`src/usb_rst_pkg.sv`:
```
// Constants, register map and carrier structs of the reset/wakeup block.
// Assumes a 250 MHz system clock and an Avalon-MM register slave.
//
// Summary of operation
// - Resume K-state only after 5ms bus idle
// - Set remote wakeup done flag after resume
// - D+ fall in power-down restarts oscillator
// - Soft chip reset acts like reset pin
// - Power-on and chip reset clear host mode
// - Power-on clears all, sets three buffer-free flags
// - Chip reset keeps soft reset bit; master clears
// - Chip reset keeps connect, outputs, aux select
// - Chip reset keeps interface and wake bits
// - Chip reset sets buffer-free flags, clears other flags and enables
// - Peripheral SE0 21.33us sets bus reset flag
// - Bus reset keeps chip-reset set plus more
// - Endpoint buffer data never cleared
// - Bus reset clears most flags and enables
// - Host bus reset request, bus event on end
// - VBUS rise and fall raise separate flags
// - Wakeup request: osc start, 10ms K-state
// - Oscillator stable flag after restart settles
// - Power-down stops osc; watch D+ and bus
package usb_rst_pkg;
  localparam int unsigned CLK_HZ        = 250000000;
  localparam int unsigned IDLE_US       = 5000;   // Bus idle before resume
  localparam int unsigned RESUME_US     = 10000;  // Resume K-state length
  localparam int unsigned HOST_RST_US   = 50000;  // Host bus reset drive
  localparam int unsigned OSC_SETTLE_US = 1000;   // Oscillator settle time
  localparam int unsigned SE0_NS        = 21330;  // SE0 reset detect
  localparam int unsigned CYC_PER_US    = CLK_HZ / 1000000;
  localparam int unsigned IDLE_CYC      = IDLE_US * CYC_PER_US;
  localparam int unsigned RESUME_CYC    = RESUME_US * CYC_PER_US;
  localparam int unsigned HOST_RST_CYC  = HOST_RST_US * CYC_PER_US;
  localparam int unsigned OSC_CYC       = OSC_SETTLE_US * CYC_PER_US;
  // Least time: round up
  localparam int unsigned SE0_CYC       = (SE0_NS * 25 + 99) / 100;

  // Register byte addresses
  localparam logic [3:0] ADDR_USB_EVENT  = 4'h0;
  localparam logic [3:0] ADDR_USB_ENABLE = 4'h4;
  localparam logic [3:0] ADDR_USB_CTRL   = 4'h8;
  localparam logic [3:0] ADDR_PIN_CTRL   = 4'hc;

  // Event register bit positions
  localparam int unsigned EV_RWU_DONE = 0;
  localparam int unsigned EV_BUS_RST  = 1;
  localparam int unsigned EV_RST_DONE = 2;
  localparam int unsigned EV_OSC_OK   = 3;
  localparam int unsigned EV_VBUS_ON  = 4;
  localparam int unsigned EV_VBUS_OFF = 5;
  localparam int unsigned EV_BUS_EVT  = 6;
  localparam int unsigned EV_IN0_FREE = 7;
  localparam int unsigned EV_IN2_FREE = 8;
  localparam int unsigned EV_IN3_FREE = 9;
  localparam int unsigned EV_W        = 10;
  // Flags that survive a bus reset
  localparam logic [9:0] EV_BUS_RESET_REQUEST_KEEP = 10'h006;
  // Power-on value: three IN buffer-free flags set
  localparam logic [9:0] EV_POR_VAL     = 10'h380;

  // Control register bit positions
  localparam int unsigned CT_SOFT_RST  = 0;
  localparam int unsigned CT_CONNECT   = 1;
  localparam int unsigned CT_HOST_WAKE = 2;
  localparam int unsigned CT_PWR_DOWN  = 3;
  localparam int unsigned CT_RWU_REQ   = 4;
  localparam int unsigned CT_HOST_MODE = 5;
  localparam int unsigned CT_BUS_RST   = 6;
  localparam int unsigned CT_GLOBAL_IE = 7;

  // Pin control fields
  localparam int unsigned PC_GPO_LSB = 0;
  localparam int unsigned PC_AUX_LO  = 8;
  localparam int unsigned PC_AUX_HI  = 9;
  localparam int unsigned PC_FDUP    = 10;
  localparam int unsigned PC_LEVEL   = 11;
  localparam int unsigned PC_POL     = 12;
  localparam int unsigned PC_W       = 13;

  typedef struct packed {
    logic [EV_W-1:0] flags;   // Sticky event flags
    logic [EV_W-1:0] enable;  // Per-flag enables
    logic [7:0]      ctrl;    // Control bits
    logic [PC_W-1:0] pins;    // Interface and pin bits
  } regs_s;

  typedef struct packed {
    logic dp;     // D+ level
    logic dm;     // D- level
    logic vbus;   // VBUS sense input
  } line_s;
endpackage

```
`src/usb_tick_timer.sv`:
```
// Down counter timing the bus intervals of the sequencer.
// Assumes a load pulse starts it; done is a one-cycle pulse.
`timescale 1ns/1ps
module usb_tick_timer #(
  parameter int unsigned W = 24
) (
  input  wire logic         sys_clk,
  input  wire logic         rst_n,
  input  wire logic         load,
  input  wire logic [W-1:0] count,
  output logic              busy,
  output logic              done
);
  initial begin
    if (W < 2 || W > 31) $error("usb_tick_timer width out of range");
  end

  logic [W-1:0] cnt;       // Remaining cycles
  logic [W-1:0] next_cnt;
  logic         next_done;

  // Next count; load restarts even when running
  always_comb begin
    next_cnt  = cnt;
    next_done = 1'b0;
    if (load) begin
      next_cnt = count;
    end else if (cnt != '0) begin
      next_cnt  = cnt - W'(1);
      next_done = (cnt == W'(1));
    end
  end

  // Register only
  always_ff @(posedge sys_clk or negedge rst_n) begin
    if (!rst_n) begin
      cnt  <= '0;
      done <= 1'b0;
    end else begin
      cnt  <= next_cnt;
      done <= next_done;
    end
  end

  assign busy = (cnt != '0);
endmodule

```
`src/usb_reset_wakeup_control.sv`:
```
// Reset levels, remote wakeup, host bus reset and VBUS edge flags.
// Assumes synchronous bus line inputs and an Avalon-MM master.
`timescale 1ns/1ps
module usb_reset_wakeup_control #(
  parameter int unsigned IDLE_CYC     = usb_rst_pkg::IDLE_CYC,
  parameter int unsigned RESUME_CYC   = usb_rst_pkg::RESUME_CYC,
  parameter int unsigned HOST_RST_CYC = usb_rst_pkg::HOST_RST_CYC,
  parameter int unsigned OSC_CYC      = usb_rst_pkg::OSC_CYC,
  parameter int unsigned SE0_CYC      = usb_rst_pkg::SE0_CYC
) (
  input  wire logic        sys_clk,
  input  wire logic        arst_n,
  input  wire logic        hardware_reset_pin_n,
  input  wire logic [3:0]  avs_address,
  input  wire logic        avs_read,
  input  wire logic        avs_write,
  input  wire logic [31:0] avs_writedata,
  output logic [31:0]      avs_readdata,
  output logic             avs_waitrequest,
  input  wire logic        dp,
  input  wire logic        dm,
  input  wire logic        vbus_sense_input,
  input  wire logic        bus_activity,
  output logic             drive_k_state,
  output logic             drive_se0,
  output logic             osc_run,
  output logic             pullup_on,
  output logic [7:0]       general_outputs,
  output logic             irq_pending
);
  localparam int unsigned TW = 24;
  initial begin
    if (IDLE_CYC < 1 || RESUME_CYC < 1 || HOST_RST_CYC < 1 || OSC_CYC < 1
        || SE0_CYC < 1 || HOST_RST_CYC >= (1 << TW)
        || RESUME_CYC >= (1 << TW) || IDLE_CYC >= (1 << TW)
        || OSC_CYC >= (1 << TW) || SE0_CYC >= (1 << TW))
      $error("usb_reset_wakeup_control timing parameter out of range");
  end

  // Reset release through two flops
  logic rst_s1;
  logic rst_n;
  always_ff @(posedge sys_clk or negedge arst_n) begin
    if (!arst_n) begin
      rst_s1 <= 1'b0;
      rst_n  <= 1'b0;
    end else begin
      rst_s1 <= 1'b1;
      rst_n  <= rst_s1;
    end
  end

  typedef enum {
    ST_IDLE, ST_OSC_WAIT, ST_IDLE_WAIT, ST_RESUME, ST_HOST_RST
  } seq_e;

  usb_rst_pkg::regs_s regs;        // Software-visible registers
  usb_rst_pkg::regs_s next_regs;
  seq_e               state;       // Wakeup / bus reset sequencer
  seq_e               next_state;
  usb_rst_pkg::line_s line_q;      // Previous line sample
  usb_rst_pkg::line_s line_now;
  logic [TW-1:0]      se0_cnt;     // SE0 length counter
  logic [TW-1:0]      next_se0_cnt;
  logic [TW-1:0]      idle_cnt;    // Bus idle counter
  logic [TW-1:0]      next_idle_cnt;
  logic               in_reset;    // Bus reset seen, SE0 still on
  logic               next_in_reset;
  logic               osc_on;      // Oscillator running
  logic               next_osc_on;
  logic [31:0]        next_rdata;
  logic               tmr_load;    // Sequencer timer interface
  logic [TW-1:0]      tmr_count;
  logic               tmr_done;
  logic               chip_rst;    // Chip-level reset in effect
  logic               se0;
  logic               wr_ok;
  logic               rd_ok;
  logic               bus_rst_hit;

  assign line_now = '{dp: dp, dm: dm, vbus: vbus_sense_input};
  assign se0      = !dp && !dm;
  // Soft reset acts as the reset pin does
  assign chip_rst = !hardware_reset_pin_n
                    || regs.ctrl[usb_rst_pkg::CT_SOFT_RST];
  // Registers answer in one cycle: wait on the first cycle, free after
  logic acc_q;
  logic next_acc_q;
  assign next_acc_q = (avs_read || avs_write) && !acc_q;
  assign avs_waitrequest = (avs_read || avs_write) && !acc_q;
  assign wr_ok = avs_write && acc_q;
  assign rd_ok = avs_read && !acc_q;
  assign bus_rst_hit = !regs.ctrl[usb_rst_pkg::CT_HOST_MODE]
                       && se0 && (se0_cnt == TW'(SE0_CYC - 1));

  usb_tick_timer #(.W(TW)) u_timer (
    .sys_clk (sys_clk),
    .rst_n   (rst_n),
    .load    (tmr_load),
    .count   (tmr_count),
    .busy    (),
    .done    (tmr_done)
  );

  // SE0 and idle measurement
  always_comb begin
    next_se0_cnt  = se0 ? se0_cnt : '0;
    if (se0 && se0_cnt != TW'(SE0_CYC))
      next_se0_cnt = se0_cnt + TW'(1);
    // Idle means no activity on the bus and no SE0
    next_idle_cnt = (bus_activity || se0) ? '0 : idle_cnt;
    if (!bus_activity && !se0 && idle_cnt != TW'(IDLE_CYC))
      next_idle_cnt = idle_cnt + TW'(1);
    next_in_reset = in_reset;
    if (bus_rst_hit)
      next_in_reset = 1'b1;
    else if (!se0)
      next_in_reset = 1'b0;
  end

  // Sequencer: wakeup resume and host bus reset
  always_comb begin
    next_state  = state;
    next_osc_on = osc_on;
    tmr_load    = 1'b0;
    tmr_count   = '0;
    if (regs.ctrl[usb_rst_pkg::CT_PWR_DOWN])
      next_osc_on = 1'b0;
    case (state)
      ST_IDLE: begin
        if (regs.ctrl[usb_rst_pkg::CT_RWU_REQ]
            && !regs.flags[usb_rst_pkg::EV_RWU_DONE]) begin
          // Restart oscillator first
          next_osc_on = 1'b1;
          tmr_load    = 1'b1;
          tmr_count   = TW'(OSC_CYC);
          next_state  = ST_OSC_WAIT;
        end else if (regs.ctrl[usb_rst_pkg::CT_HOST_MODE]
                     && regs.ctrl[usb_rst_pkg::CT_BUS_RST]) begin
          tmr_load   = 1'b1;
          tmr_count  = TW'(HOST_RST_CYC);
          next_state = ST_HOST_RST;
        end else if (!osc_on && regs.ctrl[usb_rst_pkg::CT_PWR_DOWN]
                     && regs.ctrl[usb_rst_pkg::CT_HOST_WAKE]
                     && line_q.dp && !dp) begin
          // D+ falling edge wakes the oscillator
          tmr_load   = 1'b1;
          tmr_count  = TW'(OSC_CYC);
          next_state = ST_OSC_WAIT;
        end else if (!osc_on && !regs.ctrl[usb_rst_pkg::CT_PWR_DOWN]) begin
          tmr_load   = 1'b1;
          tmr_count  = TW'(OSC_CYC);
          next_state = ST_OSC_WAIT;
        end
      end
      ST_OSC_WAIT: begin
        next_osc_on = 1'b1;
        if (tmr_done)
          next_state = regs.ctrl[usb_rst_pkg::CT_RWU_REQ]
                       ? ST_IDLE_WAIT : ST_IDLE;
      end
      ST_IDLE_WAIT: begin
        next_osc_on = 1'b1;
        if (idle_cnt == TW'(IDLE_CYC)) begin
          tmr_load   = 1'b1;
          tmr_count  = TW'(RESUME_CYC);
          next_state = ST_RESUME;
        end
      end
      ST_RESUME: begin
        next_osc_on = 1'b1;
        if (tmr_done)
          next_state = ST_IDLE;
      end
      ST_HOST_RST: begin
        if (tmr_done)
          next_state = ST_IDLE;
      end
      default: next_state = ST_IDLE;
    endcase
  end

  // Register file: resets, events, bus writes
  always_comb begin
    logic [usb_rst_pkg::EV_W-1:0] set_ev;
    set_ev    = '0;
    next_regs = regs;
    // Hardware events
    set_ev[usb_rst_pkg::EV_RWU_DONE] = (state == ST_RESUME) && tmr_done;
    set_ev[usb_rst_pkg::EV_OSC_OK]   = (state == ST_OSC_WAIT)
                                       && tmr_done;
    set_ev[usb_rst_pkg::EV_BUS_EVT]  = (state == ST_HOST_RST)
                                       && tmr_done;
    set_ev[usb_rst_pkg::EV_BUS_RST]  = bus_rst_hit;
    set_ev[usb_rst_pkg::EV_RST_DONE] = in_reset && !se0;
    set_ev[usb_rst_pkg::EV_VBUS_ON]  = !line_q.vbus && vbus_sense_input;
    set_ev[usb_rst_pkg::EV_VBUS_OFF] = line_q.vbus && !vbus_sense_input;
    // Bus write; flags clear by writing one
    if (wr_ok) begin
      case (avs_address)
        usb_rst_pkg::ADDR_USB_EVENT:
          next_regs.flags = regs.flags
                            & ~avs_writedata[usb_rst_pkg::EV_W-1:0];
        usb_rst_pkg::ADDR_USB_ENABLE:
          next_regs.enable = avs_writedata[usb_rst_pkg::EV_W-1:0];
        usb_rst_pkg::ADDR_USB_CTRL:
          next_regs.ctrl = avs_writedata[7:0];
        usb_rst_pkg::ADDR_PIN_CTRL:
          next_regs.pins = avs_writedata[usb_rst_pkg::PC_W-1:0];
        default: ;
      endcase
    end
    // Host reset request self-clears when done
    if (set_ev[usb_rst_pkg::EV_BUS_EVT])
      next_regs.ctrl[usb_rst_pkg::CT_BUS_RST] = 1'b0;
    // Bus reset: clear flags and enables but the reset's own bits
    if (bus_rst_hit) begin
      next_regs.flags  = regs.flags & usb_rst_pkg::EV_BUS_RESET_REQUEST_KEEP;
      next_regs.enable = regs.enable & usb_rst_pkg::EV_BUS_RESET_REQUEST_KEEP;
      next_regs.ctrl[usb_rst_pkg::CT_BUS_RST] = 1'b0;
    end
    // Chip reset loads power-on flags and clears all else but the kept bits
    if (chip_rst) begin
      next_regs.flags  = usb_rst_pkg::EV_POR_VAL;
      next_regs.enable = '0;
      next_regs.ctrl[usb_rst_pkg::CT_HOST_MODE] = 1'b0;
      next_regs.ctrl[usb_rst_pkg::CT_BUS_RST]   = 1'b0;
      next_regs.ctrl[usb_rst_pkg::CT_GLOBAL_IE] = 1'b0;
      // Soft reset bit moves only by a bus write; master ends the reset
      if (!(wr_ok && avs_address == usb_rst_pkg::ADDR_USB_CTRL))
        next_regs.ctrl[usb_rst_pkg::CT_SOFT_RST] =
          regs.ctrl[usb_rst_pkg::CT_SOFT_RST];
      // Connect, wake bits and pins kept
      next_regs.ctrl[usb_rst_pkg::CT_CONNECT] =
        regs.ctrl[usb_rst_pkg::CT_CONNECT];
      next_regs.ctrl[usb_rst_pkg::CT_HOST_WAKE] =
        regs.ctrl[usb_rst_pkg::CT_HOST_WAKE];
      next_regs.ctrl[usb_rst_pkg::CT_PWR_DOWN] =
        regs.ctrl[usb_rst_pkg::CT_PWR_DOWN];
      next_regs.ctrl[usb_rst_pkg::CT_RWU_REQ] =
        regs.ctrl[usb_rst_pkg::CT_RWU_REQ];
      next_regs.pins = regs.pins;
    end
    // Set wins over clear, outside chip reset
    if (!chip_rst)
      next_regs.flags = next_regs.flags | set_ev;
    // Read data
    next_rdata = '0;
    if (rd_ok) begin
      case (avs_address)
        usb_rst_pkg::ADDR_USB_EVENT:  next_rdata = 32'(regs.flags);
        usb_rst_pkg::ADDR_USB_ENABLE: next_rdata = 32'(regs.enable);
        usb_rst_pkg::ADDR_USB_CTRL:   next_rdata = 32'(regs.ctrl);
        usb_rst_pkg::ADDR_PIN_CTRL:   next_rdata = 32'(regs.pins);
        default:                      next_rdata = '0;
      endcase
    end
  end

  // Register all state; power-on values
  always_ff @(posedge sys_clk or negedge rst_n) begin
    if (!rst_n) begin
      regs         <= '{flags: usb_rst_pkg::EV_POR_VAL,
                        enable: '0, ctrl: '0, pins: '0};
      state        <= ST_IDLE;
      line_q       <= '0;
      se0_cnt      <= '0;
      idle_cnt     <= '0;
      in_reset     <= 1'b0;
      osc_on       <= 1'b1;
      acc_q        <= 1'b0;
      avs_readdata <= '0;
    end else begin
      regs         <= next_regs;
      state        <= next_state;
      line_q       <= line_now;
      se0_cnt      <= next_se0_cnt;
      idle_cnt     <= next_idle_cnt;
      in_reset     <= next_in_reset;
      osc_on       <= next_osc_on;
      acc_q        <= next_acc_q;
      // Read data stands through the answer cycle and the one after, then clears
      avs_readdata <= acc_q ? avs_readdata : next_rdata;
    end
  end

  // Endpoint buffer data lives elsewhere and is never cleared here.
  assign drive_k_state   = (state == ST_RESUME);
  assign drive_se0       = (state == ST_HOST_RST);
  assign osc_run         = osc_on;
  assign pullup_on       = regs.ctrl[usb_rst_pkg::CT_CONNECT];
  assign general_outputs = regs.pins[usb_rst_pkg::PC_GPO_LSB +: 8];
  // Interrupt request kept alive in power-down
  assign irq_pending     = regs.ctrl[usb_rst_pkg::CT_GLOBAL_IE]
                           && |(regs.flags & regs.enable);
endmodule

```
`config.mk`:
```
export PLATFORM = sky130hd
export DESIGN_NAME = usb_reset_wakeup_control
export DESIGN_NICKNAME = d
export VERILOG_FILES = /design/src/usb_rst_pkg.sv /design/src/usb_tick_timer.sv /design/src/usb_reset_wakeup_control.sv
export SDC_FILE = /design/constraint.sdc
export NUM_CORES = 1
export LEC_CHECK = 0
export BUFFER_PORTS_ARGS = -buffer_cell sky130_fd_sc_hd__buf_2
export CAP_MARGIN = 20
export CORE_ASPECT_RATIO = 0.75
export CORE_MARGIN = 5
export CORE_UTILIZATION = 45
export DETAILED_ROUTE_END_ITERATION = 8
export REMOVE_ABC_BUFFERS = 1
export SYNTH_ARGS = -nofsm -noshare
export SYNTH_HDL_FRONTEND = slang
export SYNTH_SLANG_ARGS = --single-unit
```
`constraint.sdc`:
```
create_clock -name sys_clk -period 5.9 [get_ports sys_clk]
set_input_delay 0.295 -clock sys_clk [delete_from_list [all_inputs] [get_ports sys_clk]]
set_output_delay 0.295 -clock sys_clk [all_outputs]
set_load 0.02 [all_outputs]
```
==> results.md <==
- The run finished with clean final reports.
- The number of global-route vias before repair came to 5209.
- The worst-case headroom to the max-slew limit is 28.7%.
- The detailed-route wire length per cell is 16.6 µm.
- The setup fix buffers added after clock tree synthesis is 0.
- The highest fanout seen on the critical path is 12.
- Yosys printed 0 warnings.
- The switching fraction of total power is 24.8%.
- In the final layout, the share of cells above drive strength 1 is 17.7%.
- In the global route stage, met2 resource usage came out at 27.1%.
- Counting cells, the worst reg-to-reg path comes to 7.
- The weighted congestion at the end of routability-driven global placement is 0.831.
- Summed over all failing endpoints, the final setup total negative slack is 0 ns.
- In the final layout, the multi-input gates occupy 3260 µm².
- After clock tree synthesis, the repair step resized 0 gates.
- The number of library cell types mapped by synthesis is 58.
- Combinational cells account for 6.5% of the total power.
- The wire length of the first global-routing pass is 26800 µm.
- The number of design rule violations left after detail routing is 0.
- Max-cap violations in this run came to 0.
- The adder-cell share of the synthesized area is 1.43%.
- The register area share after synthesis is 49.0%.
- The total wirelength of the detailed-routed design is 15800 µm.
- The number of antenna diodes in the final layout is 0.
- Data on the critical path is required at its endpoint by 6.26 ns.
- The critical path in this run is classified as flop to flop.
- The global routing stage identified its most utilized layer as met2.
- The signal on the critical path passes through inv_1, ha_1, or4b_1, nor4_1, nand4_1, nand2_1, a22o_1.
- The final-layout fill cell count is 1361.
- In the global route stage, met1 resource usage came out at 25.7%.
- The internal cell power is 1.60 mW.
- The iteration-0 DRC count of the detailed router is 411.
- The fraction of power consumed by the clock network is 47.0%.
- The endpoint of the lowest-slack register-to-register path is state[0]$_DFFE_PN0P_.
- Setup violations remaining at the end of the flow were counted as 0.
- The worst IR drop on VDD is 0.000229 V.
- During I/O placement, the number of pins put on the boundary was 91.
- After layout, the design draws a total of 2.13 mW.
- The number of antenna violations at the first check in global routing was 0.
- Clock tree synthesis inserted a total of 17 buffers.
- The ratio of final minimum period to clock period is 49.0%.
- The starting utilization of the core area is 45.9%.
- The cell row count is 39.
- The count of pins over their slew limit came to 0.
- The post-layout instance count excluding filler cells is 950.
- At the end of the flow the core is filled with cells to 51.9%.
- The worst clock skew is 0.00900 ns.
- The area share of xor/xnor cells in the synthesized design is 6.13%.
- The static leakage is 3.41 nW.
- Input and output buffers added on the ports amount to 52.
- STA classifies the critical path endpoint as a flop.
- The proportion of power drawn by flip-flops and latches is 46.6%.
- The worst endpoint data arrival time is 3.25 ns.
- The die covers 18200 µm².
- In this design, the stage delay of the slowest critical-path cell is 0.61 ns.
- The HPWL after detailed placement is 11100 µm.
- The largest family of logic cells by synthesized area is simple AND/OR/NAND/NOR gates.
- The number of H-tree branching levels is 4.
- In this run, synthesis inferred 0 flip-flops with an integrated enable.
- In the layout the commonest cells are sky130_fd_sc_hd__dfrtp_1, sky130_fd_sc_hd__nor2_1, sky130_fd_sc_hd__nand2_1.
- The count of buffering cells on the critical path with inverters included is 1.
- The count of nets left with antenna violations once routing finished came out at 0.
- The synthesized-area fraction occupied by ao, oa, aoi and oai cells is 9.70%.
- The total standard cell area after synthesis is 7000 µm².
- The CTS tree is yes.
- Leaving out fill and tap cells, the most frequent cell in the layout is sky130_fd_sc_hd__dfrtp_1.
- The CTS root buffer is sky130_fd_sc_hd__clkbuf_16.
- The slew at the pin with the worst max-slew slack is 1.06 ns.
- For hold timing, the worst endpoint is line_q[2]$_DFF_PN0_.
- The number of instances in the synthesized netlist is 688.
- On the critical path the largest part of the delay comes from simple AND/OR/NAND/NOR gates.
- The clock passes through at most 2 buffers.
- Multiplexer cells account for 6.04% of the synthesized area.
- The fraction of met3 tracks used by global routing is 3.82%.
- The start of the worst register-to-register path is idle_cnt[0]$_DFFE_PN0P_.
- The final count of hold timing violations is 0.
- The overall overflow remaining after global route is 0.
- The via count is 5313.
- After synthesis, the share of flip-flops with an asynchronous set or reset is 100%.
- The startpoint identified for the worst hold timing path is dp.
- Along the worst hold path, the cell count comes to 1.
- Setup repair after global routing left no endpoint under its margin.
- Entering global routing, the biggest net connects 77 pins.
- The final layout contains 785 nets.
- The number of storage elements in the synthesis netlist is 137.
- The height of the die is 118 µm.
- Counting tap cells, the placed design contains a total of 915 instances.
- The kind of launch point of the worst setup path is a flop.
- The final critical delay including setup and external delays is 2.89 ns.
- For this run, the total global-route usage over all layers was measured as 18.0%.
- The clock latency at the later pin of the worst-skew pair is 0.42 ns.
- The length of the first detailed-routing pass in iterations is 4.
- The mean area per synthesized cell is 10.2 µm².
- The path category of the worst min-delay check is primary input to flop.
- The most used flip-flop cell after synthesis is sky130_fd_sc_hd__dfrtp_1.
- The detail-routed via count per cell is 5.59.
- Clock tree synthesis found a total of 137 sinks.
- The upper clock frequency limit is 346 MHz.
- Measured along the x axis, the die boundary spans 154 µm.
- The cell at the slowest stage of the critical path is sky130_fd_sc_hd__nand2_1.
- The switching power summed over all nets is 0.528 mW.
- The flip-flop and latch area is 3440 µm².
- From synthesis to final layout, the design area changed by 13.2%.
- The share of synthesized cell area in and, or, nand and nor gates is 22.0%.
- Setup slack on the worst reg-to-reg path comes out at 3.01 ns.
- The total power per unit cell area is 268 nW/µm².
- Clock-pin slew was measured on the worst setup and hold paths at 0.06 ns.
- The total area inside the core boundary comes to 15300 µm².
[repair_timing]
action	in CTS	in global routing
endpoints found under the setup margin	0	0
hold endpoints to repair	2	0
hold buffers	1	0
[cell families after synthesis]
family / after synthesis
multiplexers: 30
AND/OR/NAND/NOR: 282
buffers and inverters: 74
other: 2
flip-flops: 137
adder cells (fa/ha/maj): 8
AO/OA/AOI/OAI: 106
XOR/XNOR: 49
[cells in the mapped netlist, types with 8 or more instances]
library cell                 n  area, µm²
sky130_fd_sc_hd__buf_4      27        203
sky130_fd_sc_hd__and2_1      8       50.1
sky130_fd_sc_hd__nor2_1     58        218
sky130_fd_sc_hd__ha_1        8        100
sky130_fd_sc_hd__a22o_1     24        210
sky130_fd_sc_hd__or3_1      14       87.6
sky130_fd_sc_hd__nand4_1    16        100
sky130_fd_sc_hd__nor4_1     20        125
sky130_fd_sc_hd__a21oi_1    26        130
sky130_fd_sc_hd__clkbuf_1   20       75.1
sky130_fd_sc_hd__nor3_1     18       90.1
sky130_fd_sc_hd__nand3_1    38        190
sky130_fd_sc_hd__dfrtp_1   133       3330
sky130_fd_sc_hd__o21ai_1    13       65.1
sky130_fd_sc_hd__xor2_1     19        166
sky130_fd_sc_hd__nand2_1    55        206
sky130_fd_sc_hd__o21ai_0    22        110
sky130_fd_sc_hd__mux4_2      8        180
sky130_fd_sc_hd__xnor2_1    30        263
sky130_fd_sc_hd__inv_1      22       82.6
sky130_fd_sc_hd__and4_1      9       78.8
sky130_fd_sc_hd__mux2_2     18        203
[how the worst max path moves through the flow]
stage / cells after the start / slack, ns / to / start
global route: 7 / 2.81 / state[0]$_DFFE_PN0P_ / idle_cnt[0]$_DFFE_PN0P_
finish: 7 / 3.01 / state[0]$_DFFE_PN0P_ / idle_cnt[0]$_DFFE_PN0P_
detailed placement: 7 / 3.03 / state[0]$_DFFE_PN0P_ / idle_cnt[0]$_DFFE_PN0P_
floorplan: 0 / 1.81 / acc_q$_DFF_PN0_ / rst_n$_DFF_PN0_
CTS: 7 / 3.02 / state[0]$_DFFE_PN0P_ / idle_cnt[0]$_DFFE_PN0P_
global placement: 7 / 3.05 / u_timer.cnt[14]$_DFFE_PN0P_ / idle_cnt[0]$_DFFE_PN0P_
[sequential cells by signal (all words and copies together), names as in the netlist, 2 cells and up]
signal and flops:
line_q 2, idle_cnt 24, state 3, avs_readdata 13
general_outputs 8, se0_cnt 24, u_timer.cnt 24, regs 32
[layout make-up]
cell class	count	area share, %
Timing Repair Buffer	59	4.28
Clock inverter	13	1.52
Clock buffer	19	5.46
Tap cell	205	3.24
Sequential cell	137	43.4
Inverter	22	1.04
Multi-Input combinational cell	495	41.1
[per-layer routing]
metal | wire, µm | share of wire, %
met5 | 0 | 0
met4 | 253 | 1.6
met3 | 810 | 5.1
met2 | 7100 | 45
met1 | 7640 | 48
[power by group through the flow]
stage / Clock (mW) / Sequential (mW) / Combinational (mW)
after floorplan: 0 / 1.02 / 0.0646
after global placement: 0 / 1.01 / 0.127
after detailed placement: 0 / 1.01 / 0.129
after CTS: 1.02 / 0.998 / 0.130
after global routing: 1.06 / 0.995 / 0.153
final: 0.998 / 0.990 / 0.138
[per-stage QoR]
step	hold WS (ns)	area [µm²]	worst slack, ns
after global routing	0.00418	7930	2.81
after floorplan	-0.000591	6760	1.81
after CTS	0.00474	7890	3.02
after detailed placement	0.0826	7330	3.03
after global placement	0.0792	7320	3.05
final	0.0212	7930	3.01
(Power assumes the default switching activity.)
